## src/inc/cmsrs_defs.vh

```
// constants of the codec mode strap and reset status block
`ifndef CMSRS_DEFS_VH
`define CMSRS_DEFS_VH

// ****************************************************************
// strap states
// ****************************************************************
`define CMSRS_MODE_TIED_LO   2'h0
`define CMSRS_MODE_PULL_DN   2'h1
`define CMSRS_MODE_PULL_UP   2'h2
`define CMSRS_MODE_TIED_HI   2'h3
`define CMSRS_MODE_RESET     2'h0

// ****************************************************************
// timing, in ns, clock at 200 MHz
// ****************************************************************
`define CMSRS_CLK_NS         5
`define CMSRS_STRAP_SETTLE_NS 1000
`define CMSRS_RESET_SEQ_NS   4000
`define CMSRS_READY_PULSE_NS 100

// ****************************************************************
// clock pin indices
// ****************************************************************
`define CMSRS_PIN_ADC_BIT    0
`define CMSRS_PIN_ADC_FRAME  1
`define CMSRS_PIN_DAC_BIT    2
`define CMSRS_PIN_DAC_FRAME  3

`endif

```

## src/cmsrs_top.v

```verilog
// codec mode strap capture, reset sequence and status output
`timescale 1ns/1ps
`default_nettype none
`include "cmsrs_defs.vh"

module cmsrs_top #(
   parameter NDOUT = 3,
   parameter RESET_SEQ_NS = `CMSRS_RESET_SEQ_NS
) (
   input  wire             CLK_SYS,
   input  wire             RSTN,
   input  wire             RESET_PIN_N,
   input  wire             STRAP_LEVEL,
   output reg              STRAP_PROBE_UP,
   output reg              STRAP_PROBE_DN,
   output reg  [1:0]       MODE_STATE,
   output reg              MODE_VALID,
   output reg              CORE_RESET_N,
   input  wire             ADC_OVERFLOW,
   output reg              OVERFLOW_READY_FLAG,
   input  wire             POWER_SAVE,
   input  wire             ADC_MASTER,
   input  wire             DAC_MASTER,
   input  wire [3:0]       CORE_CLK,
   input  wire [NDOUT-1:0] CORE_SDOUT,
   input  wire [3:0]       CLK_PIN_I,
   output reg  [3:0]       CLK_PIN_O,
   output reg  [3:0]       CLK_PIN_OE,
   output reg  [3:0]       CLK_SYNC,
   output reg  [NDOUT-1:0] ADC_SERIAL_OUTPUTS
);

   // ****************************************************************
   // timing counts
   // ****************************************************************
   localparam integer SETTLE_CYC = (`CMSRS_STRAP_SETTLE_NS + `CMSRS_CLK_NS - 1) / `CMSRS_CLK_NS;
   localparam integer SEQ_CYC    = (RESET_SEQ_NS + `CMSRS_CLK_NS - 1) / `CMSRS_CLK_NS;
   localparam integer READY_CYC  = (`CMSRS_READY_PULSE_NS + `CMSRS_CLK_NS - 1) / `CMSRS_CLK_NS;
   localparam integer SETTLE_END = SETTLE_CYC - 1;
   localparam integer SEQ_END    = SEQ_CYC - 1;
   localparam integer READY_END  = READY_CYC - 1;
   // counter compares are 16 bits wide, cut on purpose
   localparam [15:0]  SETTLE_LAST = SETTLE_END[15:0];
   localparam [15:0]  SEQ_LAST    = SEQ_END[15:0];
   localparam [15:0]  READY_LAST  = READY_END[15:0];

   // ****************************************************************
   // states
   // ****************************************************************
   localparam [2:0] S_HOLD  = 3'h0;
   localparam [2:0] S_P_OFF = 3'h1;
   localparam [2:0] S_P_UP  = 3'h2;
   localparam [2:0] S_P_DN  = 3'h3;
   localparam [2:0] S_SEQ   = 3'h4;
   localparam [2:0] S_READY = 3'h5;
   localparam [2:0] S_RUN   = 3'h6;

   reg  [2:0]  state_r;
   reg  [2:0]  state_nxt;
   reg  [15:0] cnt_r;
   reg  [15:0] cnt_nxt;
   reg         lvl_off_r;
   reg         lvl_up_r;
   reg         pin_prev_r;
   reg  [1:0]  mode_nxt;
   wire        pin_sync;
   wire [3:0]  clk_sync_w;
   wire [3:0]  pin_oe_nxt;
   wire [3:0]  pin_o_nxt;
   wire        pin_rise;
   wire        cnt_done;

   // ****************************************************************
   // synchronisers for reset pin and slave clocks
   // ****************************************************************
   cmsrs_sync #(.WIDTH(1), .INIT(1'b0)) u_rst_sync (
      .clk   (CLK_SYS),
      .rst_n (RSTN),
      .d     (RESET_PIN_N),
      .q     (pin_sync)
   );

   cmsrs_sync #(.WIDTH(4), .INIT(4'h0)) u_clk_sync (
      .clk   (CLK_SYS),
      .rst_n (RSTN),
      .d     (CLK_PIN_I),
      .q     (clk_sync_w)
   );

   // rising edge of the synchronised reset pin
   assign pin_rise = pin_sync & ~pin_prev_r;
   assign cnt_done = ((state_r == S_P_OFF || state_r == S_P_UP || state_r == S_P_DN) && cnt_r == SETTLE_LAST) ||
                     (state_r == S_SEQ && cnt_r == SEQ_LAST) ||
                     (state_r == S_READY && cnt_r == READY_LAST);

   // ****************************************************************
   // strap decode
   // ****************************************************************
   // probe off, up, down: a hard tie wins every probe, a resistor loses
   always @* begin
      if (lvl_up_r && STRAP_LEVEL)
         mode_nxt = `CMSRS_MODE_TIED_HI;
      else if (!lvl_up_r && !STRAP_LEVEL)
         mode_nxt = `CMSRS_MODE_TIED_LO;
      else if (lvl_off_r)
         mode_nxt = `CMSRS_MODE_PULL_UP;
      else
         mode_nxt = `CMSRS_MODE_PULL_DN;
   end

   // ****************************************************************
   // sequence control
   // ****************************************************************
   // next state: pin low always holds, a rise restarts capture
   always @* begin
      state_nxt = state_r;
      cnt_nxt   = cnt_r + 16'h0001;
      if (!pin_sync) begin
         state_nxt = S_HOLD;
         cnt_nxt   = 16'h0000;
      end else if (pin_rise) begin
         state_nxt = S_P_OFF;
         cnt_nxt   = 16'h0000;
      end else if (cnt_done) begin
         cnt_nxt = 16'h0000;
         case (state_r)
            S_P_OFF: state_nxt = S_P_UP;
            S_P_UP:  state_nxt = S_P_DN;
            S_P_DN:  state_nxt = S_SEQ;
            S_SEQ:   state_nxt = S_READY;
            S_READY: state_nxt = S_RUN;
            default: state_nxt = S_RUN;
         endcase
      end else if (state_r == S_HOLD || state_r == S_RUN) begin
         cnt_nxt = 16'h0000;
      end
   end

   // state, counter, probe samples and mode latch
   always @(posedge CLK_SYS or negedge RSTN) begin
      if (!RSTN) begin
         state_r    <= S_P_OFF; // power-on capture follows release
         cnt_r      <= 16'h0000;
         pin_prev_r <= 1'b1;
         lvl_off_r  <= 1'b0;
         lvl_up_r   <= 1'b0;
         MODE_STATE <= `CMSRS_MODE_RESET;
         MODE_VALID <= 1'b0;
      end else begin
         state_r    <= state_nxt;
         cnt_r      <= cnt_nxt;
         pin_prev_r <= pin_sync;
         if (cnt_done && pin_sync && !pin_rise && state_r == S_P_OFF)
            lvl_off_r <= STRAP_LEVEL;
         if (cnt_done && pin_sync && !pin_rise && state_r == S_P_UP)
            lvl_up_r <= STRAP_LEVEL;
         // mode changes only here, held otherwise
         if (cnt_done && pin_sync && !pin_rise && state_r == S_P_DN) begin
            MODE_STATE <= mode_nxt;
            MODE_VALID <= 1'b1;
         end
      end
   end

   // ****************************************************************
   // status and core reset outputs
   // ****************************************************************
   // flag pulses when ready, then follows adc overflow
   always @(posedge CLK_SYS or negedge RSTN) begin
      if (!RSTN) begin
         OVERFLOW_READY_FLAG <= 1'b0;
         CORE_RESET_N        <= 1'b0;
         STRAP_PROBE_UP      <= 1'b0;
         STRAP_PROBE_DN      <= 1'b0;
      end else begin
         CORE_RESET_N   <= (state_nxt == S_READY || state_nxt == S_RUN);
         STRAP_PROBE_UP <= (state_nxt == S_P_UP);
         STRAP_PROBE_DN <= (state_nxt == S_P_DN);
         if (state_nxt == S_READY)
            OVERFLOW_READY_FLAG <= 1'b1;
         else if (state_nxt == S_RUN)
            OVERFLOW_READY_FLAG <= ADC_OVERFLOW;
         else
            OVERFLOW_READY_FLAG <= 1'b0;
      end
   end

   // ****************************************************************
   // audio clock and data pins, all on the system clock
   // ****************************************************************
   genvar gi;
   generate
      for (gi = 0; gi < 4; gi = gi + 1) begin : g_clk
         wire master_w = (gi < 2) ? ADC_MASTER : DAC_MASTER;
         // driven low in power-save, inputs in slave mode
         assign pin_oe_nxt[gi] = POWER_SAVE | master_w;
         assign pin_o_nxt[gi]  = ~POWER_SAVE & master_w & CORE_CLK[gi];
      end
   endgenerate

   // pin drive and slave clock registers, one process for all pins
   always @(posedge CLK_SYS or negedge RSTN) begin
      if (!RSTN) begin
         CLK_PIN_O  <= 4'h0;
         CLK_PIN_OE <= 4'h0;
         CLK_SYNC   <= 4'h0;
      end else begin
         CLK_PIN_O  <= pin_o_nxt;
         CLK_PIN_OE <= pin_oe_nxt;
         CLK_SYNC   <= clk_sync_w;
      end
   end

   // serial data outputs, static low in power-save or reset
   always @(posedge CLK_SYS or negedge RSTN) begin
      if (!RSTN)
         ADC_SERIAL_OUTPUTS <= {NDOUT{1'b0}};
      else if (POWER_SAVE || !CORE_RESET_N)
         ADC_SERIAL_OUTPUTS <= {NDOUT{1'b0}};
      else
         ADC_SERIAL_OUTPUTS <= CORE_SDOUT;
   end

endmodule // cmsrs_top

`default_nettype wire

```

## src/cmsrs_sync.v

```verilog
// two flip-flop synchroniser for a group of level inputs
`timescale 1ns/1ps
`default_nettype none

module cmsrs_sync #(
   parameter WIDTH = 1,
   parameter [WIDTH-1:0] INIT = {WIDTH{1'b0}}
) (
   input  wire             clk,
   input  wire             rst_n,
   input  wire [WIDTH-1:0] d,
   output wire [WIDTH-1:0] q
);

   reg [WIDTH-1:0] meta_r;
   reg [WIDTH-1:0] sync_r;

   // first stage feeds the second only
   always @(posedge clk or negedge rst_n) begin
      if (!rst_n) begin
         meta_r <= INIT;
         sync_r <= INIT;
      end else begin
         meta_r <= d;
         sync_r <= meta_r;
      end
   end

   assign q = sync_r;

endmodule // cmsrs_sync

`default_nettype wire

```

## config.mk

```make
export PLATFORM = sky130hd
export DESIGN_NAME = cmsrs_top
export DESIGN_NICKNAME = d
export VERILOG_FILES = /design/src/cmsrs_top.v /design/src/cmsrs_sync.v
export VERILOG_INCLUDE_DIRS = /design/src /design/src/inc
export SDC_FILE = /design/constraint.sdc
export NUM_CORES = 1
export LEC_CHECK = 0
export CELL_PAD_IN_SITES_DETAIL_PLACEMENT = 1
export CELL_PAD_IN_SITES_GLOBAL_PLACEMENT = 1
export CORE_MARGIN = 8
export CORE_UTILIZATION = 44
export CTS_CLUSTER_SIZE = 40
export DETAILED_ROUTE_END_ITERATION = 8
export DONT_BUFFER_PORTS = 1
export GPL_TIMING_DRIVEN = 0
export PLACE_DENSITY = 0.71
export SYNTH_ARGS = -nofsm -noshare
export SYNTH_HDL_FRONTEND = slang
export SYNTH_HIERARCHICAL = 1
export SYNTH_SLANG_ARGS = --single-unit
```

## constraint.sdc

```tcl
create_clock -name CLK_SYS -period 2.5 [get_ports CLK_SYS]
set_clock_uncertainty 0.15 [all_clocks]
set_input_delay 0.5 -clock CLK_SYS [delete_from_list [all_inputs] [get_ports CLK_SYS]]
set_output_delay 0.5 -clock CLK_SYS [all_outputs]
set_load 0.01 [all_outputs]
```

==> results of run 1 <==
synthesized netlist by cell type (3+ instances only):
library cell,instances
a21oi_1,4
inv_1,7
dfrtp_1,50
nand4_1,5
nand2_1,13
buf_4,3
or3_1,6
nand3_1,3
and3b_1,5
and2_1,7
xnor2_1,6
xor2_1,10
nor2_1,25
nor4_1,3
or2_2,3
sequential cells by signal (all words and copies together) (netlist names), 2 cells and up:
name and cells:
MODE_STATE 2, u_clk_sync/meta_r 4, cnt_r 16, CLK_PIN_OE 2, state_r 3, u_clk_sync/q 4, CLK_SYNC 4, ADC_SERIAL_OUTPUTS 3
CLK_PIN_O 4
area by class of cell:
| type | instances | area, um2 |
|---|---|---|
| clock inverters | 1 | 7.507 |
| repair buffers | 12 | 112.6 |
| flip-flops and latches | 52 | 1305 |
| fillers | 533 | 2276 |
| multi-input cells | 121 | 829.5 |
| well taps | 67 | 83.83 |
| inverters | 7 | 26.28 |
| plain buffers | 4 | 27.53 |
| clock buffers | 7 | 86.33 |
logic make-up (layout without fill, tap and decap cells):
group	count (synthesis)	after routing
AOI/OAI and AO/OA	11	11
xor gates and xnor gates	16	16
adders and majority gates	3	3
buffers and inverters	13	31
DFF	52	52
muxes	6	6
and+or+nand+nor	85	85
worst reg2reg max path, stage by stage, from the launching register on:
cell      delay, ps
dfrtp_1         410
or3_4           380
or3_4           390
a211oi_4        260
mux2_4          340
or3_1           350
a21oi_1         130
stage by stage:
| step | TNS (ps) | power [uW] | hold WS (ps) |
|---|---|---|---|
| global placement | -114.7 | 922.8 | 55.82 |
| global route | -83.14 | 1471 | 49.25 |
| CTS | -26.43 | 1427 | 60.22 |
| detailed placement | -324.5 | 927.0 | 56.03 |
| finish | 0 | 1406 | 74.85 |
| floorplan | 0 | 915.7 | 54.41 |
timing repair:
item                                    CTS  global route
endpoints found under the setup margin   15            24
resized for setup                         2             4
endpoints found under the hold margin    52             0
buffers inserted                          5             5
pin swaps                                 3             1
hold buffers                              2             0
worst paths after layout:
check	endpoint	cells after the start	slack, ps	startpoint
worst max-delay path	OVERFLOW_READY_FLAG$_DFF_PN0_	6	30	cnt_r[5]$_DFF_PN0_
worst min-delay path	u_clk_sync/meta_r[0]$_DFF_PN0_	0	70	CLK_PIN_I[0]
worst max register to register	OVERFLOW_READY_FLAG$_DFF_PN0_	6	30	cnt_r[5]$_DFF_PN0_
worst min register to register	CLK_SYNC[3]$_DFF_PN0_	0	200	u_clk_sync/q[3]$_DFF_PN0_
max in group asynchronous	pin_prev_r$_DFF_PN1_	2	1360	RSTN
min in group asynchronous	lvl_off_r$_DFFE_PN0P_	2	570	RSTN
metal layers:
layer | global-route usage, % | vias up | routed length, um
met3 | 3.970 | 8 | 278
li1 | - | 650 | -
met1 | 12.86 | 693 | 1733
met4 | 5.790 | 0 | 95
met5 | 0 | - | 0
met2 | 21.74 | 33 | 2299
power by group through the flow:
| stage | logic [uW] | registers (uW) | clock network (uW) |
|---|---|---|---|
| 3_5_place_dp | 34.7 | 892 | 0 |
| 2_1_floorplan | 27.6 | 888 | 0 |
| 5_1_grt | 64.0 | 880 | 526 |
| 4_1_cts | 51.5 | 879 | 496 |
| 3_3_place_gp | 32.7 | 890 | 0 |
| 6_report | 55.8 | 878 | 472 |
==> metrics, run 1 <==
status finished, final reports clean; Clock Pin Slew Worst Setup and Hold Paths roughly 90 ps; CTS tree done; row cnt 25; Synth area leaders dfrtp_1 (58%), nor2_1 (4.3%), xor2_1 (4.0%), dfstp_2 (2.4%), xnor2_1 (2.4%); hpwl dp 3.215 mm; Hold WC Path Type in2reg; Die Ht between 80 and 90 um; most frequent cells in the layout dfrtp_1 (49), nor2_1 (25), nand2_1 (13), buf_4 (13), xor2_1 (10); Crit Path Category reg2reg; VDD IR-drop max about 0.34 mV; antenna diode count 0; main combinational cell family by area after synthesis simple AND/OR/NAND/NOR gates; Syn Area/Cell ~12 um2; crit share post-route ~100%; mux cell area share after synthesis around 3.4%; Max Fanout on Critical Path 4; initial antenna violation count 0; CP cell instances or3_4 > or3_4 > a211oi_4 > mux2_4 > or3_1 > a21oi_1; Routed WL per cell around 16 um; Slew headroom 54.12%; Crit-path slowest cell dfrtp_1; first-pass GRT wire length 7.148 mm; share of cells above drive strength 1 20.10%; Setup crit end kind flop; WP data arrival 2540 ps; #FFs+latches synth 52; fraction of synthesized cell area in xor and xnor cells under 10%; post-synthesis simple-gate area fraction 21.74%; Sw Share about a fifth; htree depth 2; Mapped Cells roughly 190; Inst Count DP around 250; vias in the first global route 1479; gr usage total 12.29%; I/O pin cnt 41; clk_lat worst skew ~290 ps; final core utilization between 50% and 60%; antenna viol nets, final 0; Placement Setup Slack -138.2 ps; placeable core area 4755 um2; # DRC 0; IO Port Bufs 0; Clock power frac 33.6%; internal power ~1100 uW; grt ovf 0; cts bufs inserted 5; root buf cell clkbuf_8; starting density of the core 45.76%; routed via count 1384; Primary FF master, synth dfrtp_1; drt first pass iters 4; Synth area leader dfrtp_1; Crit path buffers/inverters 0; largest net degree at the start of global routing 53; Period minus WS final around 2500 ps; Die Width roughly 86 um; RSZ-0062 raised after global routing true; Die Footprint ~7500 um2; post-synthesis sequential area ratio about three fifths; syn nets between 200 and 250; Max Fclk a little over 400 MHz; area of placed instances 2263 um2; commonest non-fill, non-tap cell in the layout dfrtp_1; synth-to-layout area growth 13.92%; maxcap violations 0; gpl congestion slightly below 0.8; PwrDens 567.1 nW/um2; Max Buffers Root-to-Sink 2; Switch Pwr ~300 uW; synth unique cells 40; number of DRC markers in iteration 0 22; post-route cell area between 2000 and 2500 um2; Final Non-Filler Cells between 200 and 300; CP dominant cell by count or3_4; async set-reset flop share out of synthesis between 90% and 100%; Netlist Area Pre-Place 2176 um2; peak per-stage delay on the critical path between 400 and 500 ps; Slew Limit Fails 0; logic gate share of total power 4.0%; final hold vios 0; cell family with most CP delay simple AND/OR/NAND/NOR gates; nets roughly 220; Post-synth EDFFs 0; setup violators final 0; via/cell ratio about 5.1; YS warnings 6; post-synthesis compound-gate area fraction under 10%; pin slew with the least headroom to its limit approximately 680 ps; crit start category flop; Seq pwr share 62.4%; Synth top area share between 50 and 60%; final wirelength between 4 and 5 mm; Pleak 0.001112 uW; CTS sink count between 50 and 60; Critical Path RT 2570 ps; post-synthesis adder-cell area fraction around 1.5%; Setup WS post-layout 27.64 ps
Power figures use the tool's default switching activity.
==> inputs of run 2 (changes only) <==
--- a/config.mk
+++ b/config.mk
@@ -8,6 +8,7 @@
 export LEC_CHECK = 0
 export CELL_PAD_IN_SITES_DETAIL_PLACEMENT = 1
 export CELL_PAD_IN_SITES_GLOBAL_PLACEMENT = 1
+export CORE_ASPECT_RATIO = 1.4
 export CORE_MARGIN = 8
 export CORE_UTILIZATION = 44
 export CTS_CLUSTER_SIZE = 40
==> metrics, run 2 (synthesized netlist as in run 1, its figures left out) <==
status complete, but fails checks; failing checks negative setup slack; pin slew with the least headroom to its limit 685.0 ps; PwrDens between 500 and 600 nW/um2; htree depth 2; VDD IR-drop max ~0.32 mV; row cnt 30; Slew Limit Fails 0; share of cells above drive strength 1 between 20 and 25%; final core utilization approximately 52%; Inst Count DP 250; hpwl dp around 3.3 mm; crit share post-route 103.2%; IO Port Bufs 0; starting density of the core around 45%; Pleak ~0.0011 uW; CTS sink count 52; final wirelength about 4.5 mm; crit start category flop; nets between 200 and 250; Max Fanout on Critical Path 4; Routed WL per cell 17.03 um; antenna viol nets, final 0; RSZ-0062 raised after global routing true; # DRC 0; Largest register FFs 16; CTS tree done; number of DRC markers in iteration 0 32; Crit Path Category reg2reg; Setup crit end kind flop; Die Width about 75 um; Period minus WS final approximately 2600 ps; Crit-path slowest cell dfrtp_2; vias in the first global route ~1600; Slew headroom roughly 54%; gr usage total between 10% and 20%; grt ovf 0; root buf cell clkbuf_8; Setup WS post-layout -81.15 ps; clk_lat worst skew roughly 300 ps; setup violators final 2; synth-to-layout area growth 13.74%; commonest non-fill, non-tap cell in the layout dfrtp_1; initial antenna violation count 0; antenna diode count 0; final hold vios 0; most frequent cells in the layout dfrtp_1 (49), nor2_1 (25), nand2_1 (13); Final Non-Filler Cells approximately 270; cts bufs inserted 5; Hold WC Path Type in2reg; Clock Pin Slew Worst Setup and Hold Paths around 100 ps; largest net degree at the start of global routing 53; CP dominant cell by count or3_4; Die Ht around 99 um; Critical Path RT roughly 2600 ps; first-pass GRT wire length around 7.5 mm; maxcap violations 0; placeable core area 4805 um2; Die Footprint approximately 7500 um2; peak per-stage delay on the critical path 420 ps; Max Fclk around 390 MHz; routed via count ~1400; I/O pin cnt 41; gpl congestion about 0.8; Max Buffers Root-to-Sink 2; drt first pass iters 4; via/cell ratio roughly 5.2; CP cell instances or3_4 > or3_4 > a211oi_4 > mux2_4 > or3_4 > a21oi_2; WP data arrival approximately 2700 ps; Biggest register cnt_r; final hold slack around 72 ps
run 2: cell count changes in the layout (fill, tap and decap cells not counted), sizes merged:
| cell | change |
|---|---|
| inv | +1 |
| buf | -2 |
| clkbuf | -2 |
| clkinv | +1 |
run 2: timing repair:
item                       CTS  global route
hold buffers                 2             0
hold endpoints to repair    52             0
setup buffers                6             2
pin swaps                    5             2
setup endpoints to repair   15            24
gates resized for setup      5             6
run 2: metrics by stage:
| stage | power [uW] | area, um2 | setup slack [ps] | setup TNS, ps |
|---|---|---|---|---|
| 6_report | 1402 | 2475 | -81.15 | -96.81 |
| 5_1_grt | 1466 | 2475 | -121.6 | -320.9 |
| 4_1_cts | 1420 | 2435 | -48.05 | -77.03 |
| 3_5_place_dp | 927.0 | 2260 | -153.4 | -344.4 |
| 3_3_place_gp | 923.1 | 2260 | -76.22 | -131.5 |
| 2_1_floorplan | 915.7 | 2180 | 5.632 | 0 |
run 2: power breakdown:
group | internal, uW | total (uW) | switching [uW]
registers | 862 | 879 | 16.8
clock network | 199 | 471 | 272
logic | 20.5 | 52.5 | 32.0
total | 1080 | 1400 | 321
run 2: area by class of cell:
cell class	instances	area, um2
fillers	535	2330
flip-flops and latches	52	1305
multi-input cells	121	844.6
repair buffers	10	97.59
well taps	64	80.08
clock buffers	5	68.82
plain buffers	4	31.28
inverters	7	26.28
clock inverters	3	21.27
run 2: layer usage:
metal | global-route usage [%] | vias up | part of all wire, %
met2 | 24.42 | 25 | 60
li1 | - | 646 | -
met5 | 0 | - | 0
met3 | 3.223 | 10 | 3.8
met1 | 13.02 | 704 | 35
met4 | 4.903 | 0 | 2.2
run 2: path summary, 6_finish.rpt:
kind,slack [ps],from,to,depth (start not counted)
max,-80,state_r[2]$_DFF_PN0_,OVERFLOW_READY_FLAG$_DFF_PN0_,6
min,70,CLK_PIN_I[3],u_clk_sync/meta_r[3]$_DFF_PN0_,0
max reg2reg,-80,state_r[2]$_DFF_PN0_,OVERFLOW_READY_FLAG$_DFF_PN0_,6
min reg2reg,200,u_clk_sync/q[3]$_DFF_PN0_,CLK_SYNC[3]$_DFF_PN0_,0
max in group asynchronous,1360,RSTN,pin_prev_r$_DFF_PN1_,2
min in group asynchronous,550,RSTN,lvl_off_r$_DFFE_PN0P_,2
run 2: worst max-delay path, delay by kind of cell, from the launching register on:
family          cells  cell delay, ps
flops               1             420
mux                 1             360
simple gates        3            1140
compound gates      2             430
==> inputs of run 3 (changes only) <==
--- a/config.mk
+++ b/config.mk
@@ -6,16 +6,16 @@
 export SDC_FILE = /design/constraint.sdc
 export NUM_CORES = 1
 export LEC_CHECK = 0
+export BUFFER_PORTS_ARGS = -buffer_cell sky130_fd_sc_hd__buf_2
 export CELL_PAD_IN_SITES_DETAIL_PLACEMENT = 1
 export CELL_PAD_IN_SITES_GLOBAL_PLACEMENT = 1
 export CORE_ASPECT_RATIO = 1.4
 export CORE_MARGIN = 8
-export CORE_UTILIZATION = 44
+export CORE_UTILIZATION = 39
 export CTS_CLUSTER_SIZE = 40
 export DETAILED_ROUTE_END_ITERATION = 8
-export DONT_BUFFER_PORTS = 1
 export GPL_TIMING_DRIVEN = 0
-export PLACE_DENSITY = 0.71
+export PLACE_DENSITY_LB_ADDON = 0.1
 export SYNTH_ARGS = -nofsm -noshare
 export SYNTH_HDL_FRONTEND = slang
 export SYNTH_HIERARCHICAL = 1
==> metrics, run 3 (synthesized netlist as in run 1, its figures left out) <==
status finished, final reports clean; share of cells above drive strength 1 32.22%; CTS tree done; Slew headroom 23.81%; crit share post-route roughly 100%; Clock Pin Slew Worst Setup and Hold Paths 90 ps; Pleak ~0.0013 uW; IO Port Bufs 40; Max Buffers Root-to-Sink 2; antenna diode count 0; most frequent cells in the layout dfrtp_1 (49), buf_2 (41), nor2_1 (25); Slew Limit Fails 0; hpwl dp approximately 3.5 mm; Die Ht 104.4 um; cts hold-fix bufs 0; pin slew with the least headroom to its limit between 1000 and 1500 ps; post-route cell area 2621 um2; final hold vios 0; RSZ-0062 raised after global routing true; starting density of the core roughly two fifths; placeable core area around 5400 um2; gr usage total between 10% and 20%; Max Fclk 400.8 MHz; clk_lat worst skew 300 ps; VDD IR-drop max roughly 0.39 mV; Largest register FFs 16; routed via count approximately 1500; Die Footprint about 8300 um2; Die Width around 79 um; r2r startpoint cnt_r[4]$_DFF_PN0_; synth-to-layout area growth 20.47%; cts bufs inserted 5; drt first pass iters 4; maxcap violations 0; PwrDens ~540 nW/um2; area of placed instances roughly 2500 um2; final wirelength roughly 4.8 mm; antenna viol nets, final 0; setup_tns 0 ps; # DRC 0; gpl congestion ~0.79; commonest non-fill, non-tap cell in the layout dfrtp_1; final hold slack ~150 ps; Hold WC Path Type in2reg; Critical Path Start cnt_r[4]$_DFF_PN0_; CTS sink count 52; setup violators final 0; min-delay src CLK_PIN_I[0]; I/O pin cnt just over 40; Period minus WS final 2495 ps; nets ~260; htree depth 2; Critical Path RT approximately 2600 ps; number of DRC markers in iteration 0 43; grt ovf 0; Routed WL per cell 15.57 um; Max Fanout on Critical Path 4; first-pass GRT wire length 8.107 mm; WP data arrival 2580 ps; initial antenna violation count 0; Crit Path Category reg2reg; via/cell ratio a little under 5; Biggest register cnt_r; root buf cell clkbuf_8; largest net degree at the start of global routing between 50 and 60; crit start category flop; Setup crit end kind flop; vias in the first global route 1731; row cnt 32
[run 3: path summary, 6_finish.rpt]
path | slack (ps) | end | depth (start not counted)
worst min-delay path | 150 | u_clk_sync/meta_r[0]$_DFF_PN0_ | 1
min in group asynchronous | 260 | MODE_STATE[1]$_DFFE_PN0P_ | 1
worst max-delay path | 5 | OVERFLOW_READY_FLAG$_DFF_PN0_ | 6
max in group asynchronous | 1170 | state_r[2]$_DFF_PN0_ | 1
worst max register to register | 5 | OVERFLOW_READY_FLAG$_DFF_PN0_ | 6
worst min register to register | 200 | u_rst_sync/q$_DFF_PN0_ | 0
[run 3: critical path, cell delays in order, from the launching register on]
cell and delay [ps]:
dfrtp_1 400, or3_4 390, or3_4 380, a211oi_4 270
mux2_4 340, or3_4 370, a21oi_2 130
[run 3: power by group]
part	leakage (uW)	switching, uW	total, uW	internal [uW]
Clock	0.0000414	273	473	200
Combinational	0.000540	46.7	78.5	31.8
Sequential	0.000671	8.31	870	862
Total	0.00125	329	1420	1090
[run 3: what timing repair did]
item | in CTS | in global routing
setup buffers | 5 | 1
resized for setup | 2 | 4
setup endpoints to repair | 16 | 12
pin swaps | 3 | 1
[run 3: layer usage]
metal / GRT usage [%] / up-vias / part of all wire [%]
li1: - / 721 / -
met1: 11.32 / 746 / 35
met2: 23.98 / 23 / 58
met3: 3.806 / 7 / 4.8
met4: 4.920 / 0 / 1.9
met5: 0 / - / 0
[run 3: cell type report]
class,count,area (um2)
Multi-Input combinational cell,121,832.0
Inverter,7,26.28
Sequential cell,52,1305
Fill cell,631,2824
Timing Repair Buffer,46,245.2
Clock inverter,2,16.27
Buffer,5,38.79
Tap cell,68,85.08
Clock buffer,6,72.57
[run 3: stage by stage]
stage / worst slack (ps) / utilization (%) / total power, uW / instances
final: 5.138 / 48.14 / 1421 / 307
after global routing: -46.55 / 48.14 / 1483 / 307
after CTS: -9.531 / 47.61 / 1446 / 306
after detailed placement: -108.7 / 45.27 / 967.0 / 294
after global placement: -83.52 / 45.27 / 960.6 / 294
after floorplan: 5.632 / - / 915.7 / 186
